$ cat src/pcs_regs.vh
`ifndef PCS_REGS_VH
`define PCS_REGS_VH

// Serial control word layout.
`define PCS_WORD_W 11
`define PCS_WORD_RST 11'h000
`define PCS_VPP_A_LO 0
`define PCS_VPP_A_HI 1
`define PCS_VCC_A_HI 2
`define PCS_VCC_A_LO 3
`define PCS_VPP_B_LO 4
`define PCS_VPP_B_HI 5
`define PCS_VCC_B_LO 6
`define PCS_VCC_B_HI 7
`define PCS_PWRDN_BIT 8
`define PCS_VPP_A_5V 9
`define PCS_VPP_B_5V 10

// Output level codes.
`define PCS_LVL_GND 2'h0
`define PCS_LVL_3V3 2'h1
`define PCS_LVL_5V 2'h2
`define PCS_LVL_12V 2'h3

// Register map, byte offsets.
`define PCS_ADDR_W 5
`define PCS_DATA_W 16
`define PCS_OFS_STATUS 5'h00
`define PCS_OFS_MASK 5'h04
`define PCS_OFS_WORD 5'h08
`define PCS_OFS_STATE 5'h0c
`define PCS_OFS_SHIFT 5'h10

// Event bits of the status and mask registers.
`define PCS_EV_W 7
`define PCS_EV_OC_LO 0
`define PCS_EV_THERM 4
`define PCS_EV_LATCH 5
`define PCS_EV_REFUSED 6
`define PCS_MASK_RST 7'h00

// Synchroniser depth.
`define PCS_SYNC_STAGES 2

`endif

$ cat src/pcs_card_power_ctrl.v
// Added by the designer: the register offsets and the address-and-strobe port.
`timescale 1ns/1ps
`default_nettype none
`include "pcs_regs.vh"

// Summary of operation
// [RULE1] Sample serial data on serial clock rise.
// [RULE2] Latch rise moves shifted word to active.
// [RULE3] Host raises latch before next clock rise.
// [RULE4] Shutdown forces all supply outputs high-impedance.
// [RULE5] Reset closes only the four ground switches.
// [RULE6] Stay grounded until reset released, word latched.
// [RULE7] Latch edges ignored while reset is asserted.
// [RULE8] Fault flag low on overcurrent or overtemperature.
// [RULE9] Current limit only on the faulting output.
// [RULE10] Overtemperature turns off all outputs until cleared.
// [RULE11] 12 V selected and present drives pump.
// [RULE12] Every output has a controllable discharge switch.
// [RULE13] Host discharges below 0.8 V before 3.3 V.
// [RULE14] Host powers at 5 V, then polls card.
// [RULE15] Shutdown by low pin or word bit zero.
// [RULE16] Bit 10 shifted first, bit 0 last.
// [RULE17] Power-on reset enters the grounded state.
module pcs_card_power_ctrl (
  input wire core_clk,
  input wire reset,
  input wire serial_data,
  input wire serial_clk,
  input wire serial_latch,
  input wire card_reset_n,
  input wire power_down_request_n,
  input wire over_temp,
  input wire high_supply_present,
  input wire [3:0] overcurrent_sense,
  input wire fault_flag_n_in,
  output reg fault_flag_n_out_q,
  output reg fault_flag_n_oe_n_q,
  output reg [1:0] card_main_supply_out_a_q,
  output reg [1:0] card_main_supply_out_b_q,
  output reg [1:0] card_program_supply_out_a_q,
  output reg [1:0] card_program_supply_out_b_q,
  output reg [3:0] output_hiz_q,
  output reg ground_switch_a_q,
  output reg ground_switch_b_q,
  output reg ground_switch_c_q,
  output reg ground_switch_d_q,
  output reg [3:0] current_limit_q,
  output reg [1:0] pump_from_high_supply_q,
  input wire [`PCS_ADDR_W-1:0] reg_addr,
  input wire [`PCS_DATA_W-1:0] reg_wdata,
  input wire reg_write,
  input wire reg_read,
  output reg [`PCS_DATA_W-1:0] reg_rdata_q,
  output reg irq_q
);

  // Output index order used by every 4-bit vector below:
  // 0 main A, 1 program A, 2 main B, 3 program B.

  // Control word layout; bit 10 arrives first on the link.
  // Bits 1:0 pick the socket A program level, and bit 9 picks 5 V over 3.3 V.
  // Bits 3:2 pick the socket A main level.
  // Bits 5:4 pick the socket B program level, and bit 10 picks 5 V over 3.3 V.
  // Bits 7:6 pick the socket B main level.
  // Bit 8 low asks for power-down, which floats every output.
  // A program selection with both bits set floats that output alone.
  // A main selection with both bits set, or both clear, grounds the output.

  wire [11:0] pins_raw;
  wire [11:0] pins_s;
  wire data_s;
  wire sclk_s;
  wire latch_s;
  wire card_reset_n_s;
  wire pwrdn_pin_n_s;
  wire over_temp_s;
  wire high_present_s;
  wire fault_pin_s;
  wire [3:0] oc_s;

  reg sclk_prev_q;
  reg latch_prev_q;
  reg over_temp_prev_q;
  reg [3:0] oc_prev_q;
  wire sclk_rise;
  wire latch_rise;
  wire card_reset_active;

  wire [`PCS_WORD_W-1:0] shift_word;
  wire [`PCS_WORD_W-1:0] active_word;
  wire word_valid;

  reg [`PCS_EV_W-1:0] status_q;
  reg [`PCS_EV_W-1:0] mask_q;
  reg [`PCS_EV_W-1:0] events;
  reg status_rd;

  reg grounded;
  reg all_off;
  reg [1:0] lvl_main_a;
  reg [1:0] lvl_main_b;
  reg [1:0] lvl_prog_a;
  reg [1:0] lvl_prog_b;
  reg [3:0] hiz_d;
  reg [3:0] discharge_d;
  reg [1:0] pump_d;
  reg any_fault;
  reg [`PCS_DATA_W-1:0] rdata_d;

  // Every pin from outside the core clock domain is synchronised first.
  assign pins_raw = {fault_flag_n_in, overcurrent_sense, high_supply_present,
                     over_temp, power_down_request_n, card_reset_n,
                     serial_latch, serial_clk, serial_data};

  // Reset values of the synchroniser match the idle pin levels.
  // The active-low inputs rest high, so no false card reset, power-down
  // or fault is seen when reset ends.
  pcs_sync #(
    .WIDTH(12),
    .RESET_VAL(12'h818)
  ) u_sync (
    .core_clk(core_clk),
    .reset(reset),
    .async_in(pins_raw),
    .sync_out(pins_s)
  );

  assign data_s = pins_s[0];
  assign sclk_s = pins_s[1];
  assign latch_s = pins_s[2];
  assign card_reset_n_s = pins_s[3];
  assign pwrdn_pin_n_s = pins_s[4];
  assign over_temp_s = pins_s[5];
  assign high_present_s = pins_s[6];
  assign oc_s = pins_s[10:7];
  assign fault_pin_s = pins_s[11];

  // The serial clock is only sampled, never used as a clock.
  // Each host clock level must therefore span at least three core cycles
  // so that every rise is seen exactly once.
  // Data and clock share one synchroniser depth, so the bit taken at a
  // detected rise is the one the host set up before that rise.

  // Edge history of the synchronised link and fault inputs.
  always @(posedge core_clk or posedge reset) begin
    if (reset) begin
      sclk_prev_q <= 1'b0;
      latch_prev_q <= 1'b0;
      over_temp_prev_q <= 1'b0;
      oc_prev_q <= 4'h0;
    end else begin
      sclk_prev_q <= sclk_s;
      latch_prev_q <= latch_s;
      over_temp_prev_q <= over_temp_s;
      oc_prev_q <= oc_s;
    end
  end

  assign sclk_rise = sclk_s & ~sclk_prev_q; // RULE1
  assign latch_rise = latch_s & ~latch_prev_q; // RULE2
  assign card_reset_active = ~card_reset_n_s; // RULE5

  // The host finishes the word with latch before its next clock rise,
  // so the word loaded here never holds a bit of the following word.
  pcs_shift #(
    .WIDTH(`PCS_WORD_W)
  ) u_shift (
    .core_clk(core_clk),
    .reset(reset),
    .shift_pulse(sclk_rise),
    .data_bit(data_s),
    .load_pulse(latch_rise), // RULE3
    .hold_grounded(card_reset_active), // RULE7
    .shift_q(shift_word),
    .active_q(active_word),
    .valid_q(word_valid)
  );

  // Word decode into levels, high-impedance and discharge per output.
  always @* begin
    // Priority, highest first: reset or no accepted word, then power-down
    // and overtemperature, then the decoded levels.
    // Grounding wins over floating because a card must lose its charge
    // before it is powered again; a floating output would keep it.
    grounded = card_reset_active | ~word_valid; // RULE5 RULE6 RULE17
    all_off = ~pwrdn_pin_n_s | ~active_word[`PCS_PWRDN_BIT] | over_temp_s; // RULE4 RULE10 RULE15
    case ({active_word[`PCS_VCC_A_LO], active_word[`PCS_VCC_A_HI]})
      2'h1: lvl_main_a = `PCS_LVL_3V3;
      2'h2: lvl_main_a = `PCS_LVL_5V;
      default: lvl_main_a = `PCS_LVL_GND;
    endcase
    case ({active_word[`PCS_VCC_B_LO], active_word[`PCS_VCC_B_HI]})
      2'h1: lvl_main_b = `PCS_LVL_3V3;
      2'h2: lvl_main_b = `PCS_LVL_5V;
      default: lvl_main_b = `PCS_LVL_GND;
    endcase
    case ({active_word[`PCS_VPP_A_LO], active_word[`PCS_VPP_A_HI]})
      2'h1: lvl_prog_a = active_word[`PCS_VPP_A_5V] ? `PCS_LVL_5V : `PCS_LVL_3V3;
      2'h2: lvl_prog_a = `PCS_LVL_12V;
      default: lvl_prog_a = `PCS_LVL_GND;
    endcase
    case ({active_word[`PCS_VPP_B_LO], active_word[`PCS_VPP_B_HI]})
      2'h1: lvl_prog_b = active_word[`PCS_VPP_B_5V] ? `PCS_LVL_5V : `PCS_LVL_3V3;
      2'h2: lvl_prog_b = `PCS_LVL_12V;
      default: lvl_prog_b = `PCS_LVL_GND;
    endcase
    // Program outputs with both select bits set float by themselves.
    hiz_d[0] = all_off; // RULE4
    hiz_d[1] = all_off | (active_word[`PCS_VPP_A_LO] & active_word[`PCS_VPP_A_HI]);
    hiz_d[2] = all_off; // RULE4
    hiz_d[3] = all_off | (active_word[`PCS_VPP_B_LO] & active_word[`PCS_VPP_B_HI]);
    // A floating output is never discharged; a ground selection is.
    discharge_d[0] = ~hiz_d[0] & (lvl_main_a == `PCS_LVL_GND); // RULE12
    discharge_d[1] = ~hiz_d[1] & (lvl_prog_a == `PCS_LVL_GND); // RULE12
    discharge_d[2] = ~hiz_d[2] & (lvl_main_b == `PCS_LVL_GND); // RULE12
    discharge_d[3] = ~hiz_d[3] & (lvl_prog_b == `PCS_LVL_GND); // RULE12
    if (grounded) begin
      hiz_d = 4'h0; // RULE5
      discharge_d = 4'hf; // RULE5
    end
    // The pump source moves to the high supply only while a program output
    // really delivers 12 V; grounded or floating outputs keep it on the
    // low supply input, so the high supply may be switched off meanwhile.
    pump_d[0] = high_present_s & ~grounded & ~hiz_d[1] & (lvl_prog_a == `PCS_LVL_12V); // RULE11
    pump_d[1] = high_present_s & ~grounded & ~hiz_d[3] & (lvl_prog_b == `PCS_LVL_12V); // RULE11
    any_fault = (|oc_s) | over_temp_s; // RULE8
  end

  // Each level is a two-bit code: 0 ground, 1 3.3 V, 2 5 V, 3 12 V.
  // The analog switch drivers follow these codes; break-before-make and
  // slew control are handled there, not in this logic.

  // Current limiting is reported per output and only where that output
  // is connected to a supply; a floating or discharging output has no
  // path for a limited current.

  // The fault flag is open drain: its data register stays low and only
  // the enable moves, so this block can never drive the flag high.

  // Switch control outputs; in the grounded state every level reads ground.
  always @(posedge core_clk or posedge reset) begin
    if (reset) begin
      card_main_supply_out_a_q <= `PCS_LVL_GND;
      card_main_supply_out_b_q <= `PCS_LVL_GND;
      card_program_supply_out_a_q <= `PCS_LVL_GND;
      card_program_supply_out_b_q <= `PCS_LVL_GND;
      output_hiz_q <= 4'h0;
      ground_switch_a_q <= 1'b1; // RULE17
      ground_switch_b_q <= 1'b1;
      ground_switch_c_q <= 1'b1;
      ground_switch_d_q <= 1'b1;
      current_limit_q <= 4'h0;
      pump_from_high_supply_q <= 2'h0;
      fault_flag_n_out_q <= 1'b0;
      fault_flag_n_oe_n_q <= 1'b1;
    end else begin
      card_main_supply_out_a_q <= grounded ? `PCS_LVL_GND : lvl_main_a; // RULE5
      card_main_supply_out_b_q <= grounded ? `PCS_LVL_GND : lvl_main_b;
      card_program_supply_out_a_q <= grounded ? `PCS_LVL_GND : lvl_prog_a;
      card_program_supply_out_b_q <= grounded ? `PCS_LVL_GND : lvl_prog_b;
      output_hiz_q <= hiz_d; // RULE4 RULE10
      ground_switch_a_q <= discharge_d[0]; // RULE5 RULE12
      ground_switch_b_q <= discharge_d[1];
      ground_switch_c_q <= discharge_d[2];
      ground_switch_d_q <= discharge_d[3];
      current_limit_q <= oc_s & ~hiz_d & ~discharge_d; // RULE9
      pump_from_high_supply_q <= pump_d; // RULE11
      fault_flag_n_out_q <= 1'b0;
      fault_flag_n_oe_n_q <= ~any_fault; // RULE8
    end
  end

  // Event bits: 3:0 overcurrent onset per output, 4 overtemperature onset,
  // 5 word accepted, 6 latch refused during card reset.

  // Event sources for the sticky status register.
  always @* begin
    events = {`PCS_EV_W{1'b0}};
    events[`PCS_EV_OC_LO+3:`PCS_EV_OC_LO] = oc_s & ~oc_prev_q;
    events[`PCS_EV_THERM] = over_temp_s & ~over_temp_prev_q;
    events[`PCS_EV_LATCH] = latch_rise & ~card_reset_active;
    events[`PCS_EV_REFUSED] = latch_rise & card_reset_active;
    status_rd = reg_read & (reg_addr == `PCS_OFS_STATUS);
  end

  // Status clears on read, but a new event in that cycle still sets.
  always @(posedge core_clk or posedge reset) begin
    if (reset) begin
      status_q <= {`PCS_EV_W{1'b0}};
    end else begin
      status_q <= (status_rd ? {`PCS_EV_W{1'b0}} : status_q) | events;
    end
  end

  // Mask register; only this one accepts writes.
  always @(posedge core_clk or posedge reset) begin
    if (reset) begin
      mask_q <= `PCS_MASK_RST;
    end else if (reg_write && (reg_addr == `PCS_OFS_MASK)) begin
      mask_q <= reg_wdata[`PCS_EV_W-1:0];
    end
  end

  // Register map; unused upper bits always read as zero.
  // Offset 0x00 holds the sticky events and clears when read.
  // Offset 0x04 holds the interrupt mask in the same layout.
  // Offset 0x08 shows the active word in bits 10:0 and its valid flag in bit 11.
  // Offset 0x0c shows the synchronised pin levels and the grounded state.
  // Offset 0x10 shows the shift register, so a word can be checked before its latch.

  // Read mux; unmapped offsets and cycles without a read return zero.
  always @* begin
    rdata_d = {`PCS_DATA_W{1'b0}};
    if (reg_read) begin
      case (reg_addr)
        `PCS_OFS_STATUS: rdata_d[`PCS_EV_W-1:0] = status_q;
        `PCS_OFS_MASK: rdata_d[`PCS_EV_W-1:0] = mask_q;
        `PCS_OFS_WORD: rdata_d = {4'h0, word_valid, active_word};
        `PCS_OFS_STATE: rdata_d = {7'h00, fault_pin_s, grounded,
                                   ~pwrdn_pin_n_s, high_present_s,
                                   over_temp_s, oc_s};
        `PCS_OFS_SHIFT: rdata_d = {5'h00, shift_word};
        default: rdata_d = {`PCS_DATA_W{1'b0}};
      endcase
    end
  end

  // The interrupt follows the masked status one cycle late, so a read that
  // clears the last set bit drops the interrupt two cycles after the strobe.

  // Read data and interrupt level, both registered.
  always @(posedge core_clk or posedge reset) begin
    if (reset) begin
      reg_rdata_q <= {`PCS_DATA_W{1'b0}};
      irq_q <= 1'b0;
    end else begin
      reg_rdata_q <= rdata_d;
      irq_q <= |(status_q & mask_q);
    end
  end

endmodule

`default_nettype wire

$ cat src/pcs_shift.v
`timescale 1ns/1ps
`default_nettype none
`include "pcs_regs.vh"

module pcs_shift #(
  parameter WIDTH = `PCS_WORD_W
) (
  input wire core_clk,
  input wire reset,
  input wire shift_pulse,
  input wire data_bit,
  input wire load_pulse,
  input wire hold_grounded,
  output reg [WIDTH-1:0] shift_q,
  output reg [WIDTH-1:0] active_q,
  output reg valid_q
);

  // Serial stage: oldest bit moves toward the top on every clock rise.
  always @(posedge core_clk or posedge reset) begin
    if (reset) begin
      shift_q <= {WIDTH{1'b0}};
    end else if (shift_pulse) begin
      shift_q <= {shift_q[WIDTH-2:0], data_bit}; // RULE1 RULE16
    end
  end

  // Active word: taken on latch rise, refused while the card reset holds.
  always @(posedge core_clk or posedge reset) begin
    if (reset) begin
      active_q <= {WIDTH{1'b0}};
      valid_q <= 1'b0; // RULE17
    end else if (hold_grounded) begin
      valid_q <= 1'b0; // RULE6 RULE7
    end else if (load_pulse) begin
      active_q <= shift_q; // RULE2
      valid_q <= 1'b1; // RULE6
    end
  end

endmodule

`default_nettype wire

$ cat src/pcs_sync.v
`timescale 1ns/1ps
`default_nettype none

module pcs_sync #(
  parameter WIDTH = 1,
  parameter [WIDTH-1:0] RESET_VAL = {WIDTH{1'b0}}
) (
  input wire core_clk,
  input wire reset,
  input wire [WIDTH-1:0] async_in,
  output wire [WIDTH-1:0] sync_out
);

  genvar i;

  // Two flip-flops per bit; only the second stage is visible outside.
  generate
    for (i = 0; i < WIDTH; i = i + 1) begin : g_bit
      reg meta_q;
      reg stable_q;
      always @(posedge core_clk or posedge reset) begin
        if (reset) begin
          meta_q <= RESET_VAL[i];
          stable_q <= RESET_VAL[i];
        end else begin
          meta_q <= async_in[i];
          stable_q <= meta_q;
        end
      end
      assign sync_out[i] = stable_q;
    end
  endgenerate

endmodule

`default_nettype wire

$ cat config.mk
export PLATFORM = sky130hd
export DESIGN_NAME = pcs_card_power_ctrl
export DESIGN_NICKNAME = d
export VERILOG_FILES = /design/src/pcs_card_power_ctrl.v /design/src/pcs_shift.v /design/src/pcs_sync.v
export VERILOG_INCLUDE_DIRS = /design/src /design/src/src
export SDC_FILE = /design/constraint.sdc
export NUM_CORES = 1
export LEC_CHECK = 0
export ABC_CLOCK_PERIOD_IN_PS = 1800
export BUFFER_PORTS_ARGS = -buffer_cell sky130_fd_sc_hd__buf_2
export CAP_MARGIN = 0
export CORE_ASPECT_RATIO = 1.75
export CORE_UTILIZATION = 49
export DETAILED_ROUTE_END_ITERATION = 10
export PLACE_DENSITY = 0.75
export SYNTH_ARGS = -nofsm -noshare
export SYNTH_HDL_FRONTEND = slang
export SYNTH_HIERARCHICAL = 1
export SYNTH_SLANG_ARGS = --single-unit
$ cat constraint.sdc
create_clock -name core_clk -period 1.8 [get_ports core_clk]
set_input_delay 0.54 -clock core_clk [delete_from_list [all_inputs] [get_ports core_clk]]
set_output_delay 0.54 -clock core_clk [all_outputs]
set_load 0.01 [all_outputs]
* Word-level counts from Yosys, hierarchy flattened *
Cells that the tools add are included.

storage, ports and cells
  register bits = 108
  output and inout port bits = 41

cells by class
  equal/unequal tests = 15
  bitwise logic cells = 45
  reductions and logical operators = 9
  muxes and demuxes = 18

operators by type and width
  cell                                                             number
  7-bit case mux with 5 select lines                               1
  1-bit bitwise AND                                                17
  2-bit case mux with 2 select lines                               4
  5-bit case mux with 3 select lines                               1
  1-bit NOT                                                        14
  4-bit bitwise AND                                                3
  2-bit == test, second input constant                             6
  12-bit two-way mux                                               1
  2-bit two-way mux                                                6
  4-bit NOT                                                        3
  5-bit by 4-bit == test with 1-bit output, second input constant  2
  2-bit by 1-bit == test with 1-bit output, second input constant  4
  2-bit zero test                                                  4
  4-bit two-way mux                                                2
  7-bit bitwise AND                                                1
  7-bit two-way mux                                                1
  7-bit bitwise OR                                                 1
  7-bit OR reduction                                               1
  1-bit bitwise OR                                                 6
  5-bit by 3-bit == test with 1-bit output, second input constant  1
  5-bit == test, second input constant                             1
  5-bit zero test                                                  1
  4-bit OR reduction                                               1
  1-bit two-way mux                                                2
  other kinds (3)                                                  3

* Longest topological paths before layout *
  depth in word-level cells = 9
  gate-level depth with buffers = 7
  gate-level depth less buffers = 6

* Cells and area by module *
The synthesis kept the hierarchy.

modules (own cells, without submodules)
  module               sequential area each (um^2)  instances  area an instance (um^2)  cells each
  pcs_card_power_ctrl  1407.6                       1          2543.7                   228
  pcs_shift            575.6                        1          910.9                    51
  pcs_sync             608.1                        1          701.9                    37

* Least setup slack after synthesis *
OpenSTA, ideal clock, no wires.

  kind = input-to-reg
  from = input port reg_addr[4]
  to = register mask_q[0]
  data required time = 1.675 ns
  setup time = 0.125 ns
  cell stages on the path = 7
  setup slack = -0.231 ns
  path buffers = 3
  arrival time = 1.905 ns
  cell sequence = buf_6 -> or3_1 -> buf_6 -> nor3b_4 -> and2_4 -> buf_12 -> mux2_4

between the ends
  word-level cells in the longest chain between the ends = 2

RTL lines
  what                                      RTL line                   RTL
  start: declaration                        pcs_card_power_ctrl.v:49   input wire [`PCS_ADDR_W-1:0] reg_addr,
  5-bit by 3-bit == test with 1-bit output  -
  1-bit logical AND                         pcs_card_power_ctrl.v:299  end else if (reg_write && (reg_addr == `PCS_OFS_MASK)) begin
  end signal: assignment                    pcs_card_power_ctrl.v:298  mask_q <= `PCS_MASK_RST;
  end signal: assignment                    pcs_card_power_ctrl.v:300  mask_q <= reg_wdata[`PCS_EV_W-1:0];
  end: declaration                          pcs_card_power_ctrl.v:94   reg [`PCS_EV_W-1:0] mask_q;

No other way between the ends.
A chain may end at the register's enable or synchronous reset.

* Final worst setup path *
  from = input port reg_addr[1]
  to = register reg_rdata_q[0]

between the ends
  word-level cells in the longest chain between the ends = 3
  elaborated cells between the ends (all ways) = 7

RTL lines
  what                                    RTL line                   RTL
  5-bit == test (tied with other cells)   pcs_card_power_ctrl.v:315  case (reg_addr)
  7-bit case mux with 5 select lines (*)  pcs_card_power_ctrl.v:315
  12-bit two-way mux (*)                  pcs_card_power_ctrl.v:314  if (reg_read) begin
  via rdata_d[0]                          pcs_card_power_ctrl.v:108  reg [`PCS_DATA_W-1:0] rdata_d;
  end signal: assignment                  pcs_card_power_ctrl.v:334  reg_rdata_q <= {`PCS_DATA_W{1'b0}};
  end signal: assignment                  pcs_card_power_ctrl.v:337  reg_rdata_q <= rdata_d;
  end: declaration                        pcs_card_power_ctrl.v:53   output reg [`PCS_DATA_W-1:0] reg_rdata_q,

The timed path passes the listed nets; every way through them passes the cells marked *.

==> results.json <==
{
  "clock_sinks": 103,
  "drtIter0Drc": 241,
  "port_buffers": 63,
  "netlist.area_leader.share_pct": 55.39,
  "min_period_ns": 1.675,
  "vias_per_cell": 5.317,
  "endpoint_kind": "flip-flop",
  "path_class": "in2reg",
  "irDropWorstVdd_v": 0.0008084,
  "dieHeight_um": 123.8,
  "drive_gt1_share_pct": 38.11,
  "ant_nets": 0,
  "clock_path_buffers": 2,
  "synth_seq_cells": 103,
  "drv_slew": 0,
  "clockRootBuffer": "clkbuf_16",
  "place_congestion": 0.8707,
  "status": "completed",
  "rsz0062_at_grt": "false",
  "post_cts_buffers": 0,
  "grt_overflow": 0,
  "n_fill_cell": 642,
  "syn_area_per_cell_um2": 13.15,
  "grt_pass1_wl_um": 13140,
  "drc": 0,
  "period_share_pct": 93.06,
  "layout.nets": 433,
  "ys_types": 38,
  "p_sw_uw": 1594,
  "yosys.area.top_type": "dfrtp_1",
  "insertion_delay_ns": 0.35,
  "grt_pass1_vias": 2601,
  "cap_violations": 0,
  "utilization_pct": 59.27,
  "grt_max_degree": 48,
  "final_common_cell": "dfrtp_1",
  "synthToLayoutAreaGrowth_pct": 17.76,
  "finClkSkew_ns": 0.01030,
  "finalSetupTns_ns": 0,
  "stdcell_area_um2": 4895,
  "drt_wl_total_um": 8296,
  "clkTransAtPathRegs_ns": 0.07,
  "initial_core_util_pct": 50.33,
  "h-tree-depth": 3,
  "dr.pass1.iters": 5,
  "postPlaceCellArea_um2": 4571,
  "hp-class": "in2async",
  "leakagePower_uw": 0.002413,
  "synth-seq-area-share_pct": 62.34,
  "die_area_um2": 8869,
  "num_rows": 44,
  "wire_per_inst_um": 17.18,
  "cts_tree": "done",
  "yosys_warnings": 6,
  "hold_viol": 0,
  "max_freq_ghz": 0.5970,
  "grt_antenna_before_repair": 0,
  "via_count": 2568,
  "grt_usage_pct": 20.35,
  "core-area_um2": 8258,
  "layout_common_cells": "92 x dfrtp_1, 63 x buf_2, 19 x nor2_1",
  "internal_power_uw": 4428,
  "synthesis.area_um2": 4156,
  "hold_buffers": 0,
  "start_kind": "input port",
  "slew_headroom_pct": 63.73,
  "swShare_pct": 26.47,
  "total_power_uw": 6022,
  "required_ns": 2.06,
  "hold_slack_ns": 0.09617,
  "pwr_density_cell_nw_per_um2": 1230,
  "critPathMaxFanout": 11,
  "worst_pin_slew_ns": 0.5428,
  "cts_buffers": 9,
  "crit_arrival_ns": 1.93,
  "ctsResizeCount": 0,
  "setup_viol": 0,
  "insertedDiodeCount": 0,
  "synth.area.top_cells": "dfrtp_1 55%, dfstp_2 7.0%, mux2_4 6.1%",
  "dp_hpwl_um": 6051,
  "comb_power_share_pct": 15.8,
  "die_w_um": 71.62,
  "clkPwrFrac_pct": 34.3,
  "seqPwrFrac_pct": 49.9,
  "synth_cells": 316,
  "top_level_ports": 78
}
state kept, by name, indices dropped and copies added, names as in the netlist, 2 cells and up:
name,cells
card_program_supply_out_b_q,2
oc_prev_q,4
status_q,7
card_program_supply_out_a_q,2
u_sync/g_bit.meta_q,12
current_limit_q,4
card_main_supply_out_b_q,2
card_main_supply_out_a_q,2
u_shift/active_q,11
u_shift/shift_q,11
u_sync/g_bit.stable_q,12
pump_from_high_supply_q,2
reg_rdata_q,12
mask_q,7
output_hiz_q,3
power groups by stage:
stage	registers [uW]	clock network, uW	logic (uW)
after global placement	3010	0	897
after global routing	3050	2210	1060
final	3000	2060	954
after CTS	3000	2100	960
after detailed placement	3040	0	947
after floorplan	2910	0	746
stage by stage:
step                worst slack [ns]  instances
finish                        0.1249        483
CTS                           0.1376        483
global placement             -0.1913        467
global route                 0.03416        483
floorplan                    -0.2102        320
detailed placement           -0.1902        467
synth_stat cells:
cell	n
a21o_1	3
a21oi_1	17
a222oi_1	1
a22o_1	2
a22oi_1	14
a31oi_1	1
and2_1	1
and2_4	1
and2b_1	1
and3_1	6
buf_12	2
buf_2	2
buf_4	18
buf_6	2
clkbuf_1	4
conb_1	1
dfrtp_1	92
dfstp_2	11
ha_1	10
inv_1	19
mux2_2	18
mux2_4	17
mux2i_1	1
nand2_1	15
nand2b_1	1
nand3_1	4
nand3b_1	2
nand4_1	2
nand4b_1	1
nor2_1	19
nor2b_1	2
nor2b_4	1
nor3_1	10
nor3b_2	1
nor3b_4	1
nor4_1	3
o21ai_0	9
or3_1	1
layer usage:
metal | GRT usage [%] | vias to the layer above | routed length (um) | part of all wire, %
met2 | 35.38 | 86 | 4399 | 53
met3 | 4.369 | 23 | 308 | 3.7
met5 | 0 | - | 0 | 0
met1 | 21.97 | 1263 | 3150 | 38
li1 | - | 1196 | - | -
met4 | 13.73 | 0 | 437 | 5.3
kinds of logic (layout without fill, tap and decap cells):
kind of cell,count (synthesis),in the layout,synth area share (%)
flops,103,103,62.34
mux,36,36,11.26
fa+ha+maj,10,10,3.010
compound gates,47,47,7.014
simple gates,72,72,9.212
buf+inv,47,118,7.074
other cells,1,5,0.09022
cell type report:
type	instances	area [um2]	area share (%)
tap	92	115.1	2.352
multi-input combinational	170	1286	26.28
inverter	19	75.07	1.534
clock buffer	11	242.7	4.959
timing repair buffer	83	503.0	10.28
clock inverter	5	81.33	1.662
sequential	103	2591	52.94
path summary, 6_finish.rpt:
path	startpoint	endpoint	slack, ns	cells after the start
hold reg to reg	u_sync/g_bit[2].meta_q$_DFF_PP0_	u_sync/g_bit[2].stable_q$_DFF_PP0_	0.35	0
hold / removal	reset	u_sync/g_bit[9].meta_q$_DFF_PP0_	0.1	2
min in group core_clk	fault_flag_n_in	u_sync/g_bit[11].meta_q$_DFF_PP1_	0.29	1
max in group asynchronous	reset	ground_switch_b_q$_DFF_PP1_	1.08	3
setup reg to reg	u_sync/g_bit[3].stable_q$_DFF_PP1_	current_limit_q[1]$_DFF_PP0_	0.23	4
setup / recovery	reg_addr[1]	reg_rdata_q[0]$_DFF_PP0_	0.12	7
worst max-delay path, stage by stage:
cell	delay (ns)
buf_2	0.10
or3_1	0.42
buf_4	0.18
nor3b_2	0.15
buf_4	0.21
a22oi_1	0.12
a21oi_1	0.20
Power figures use the tool's default switching activity.
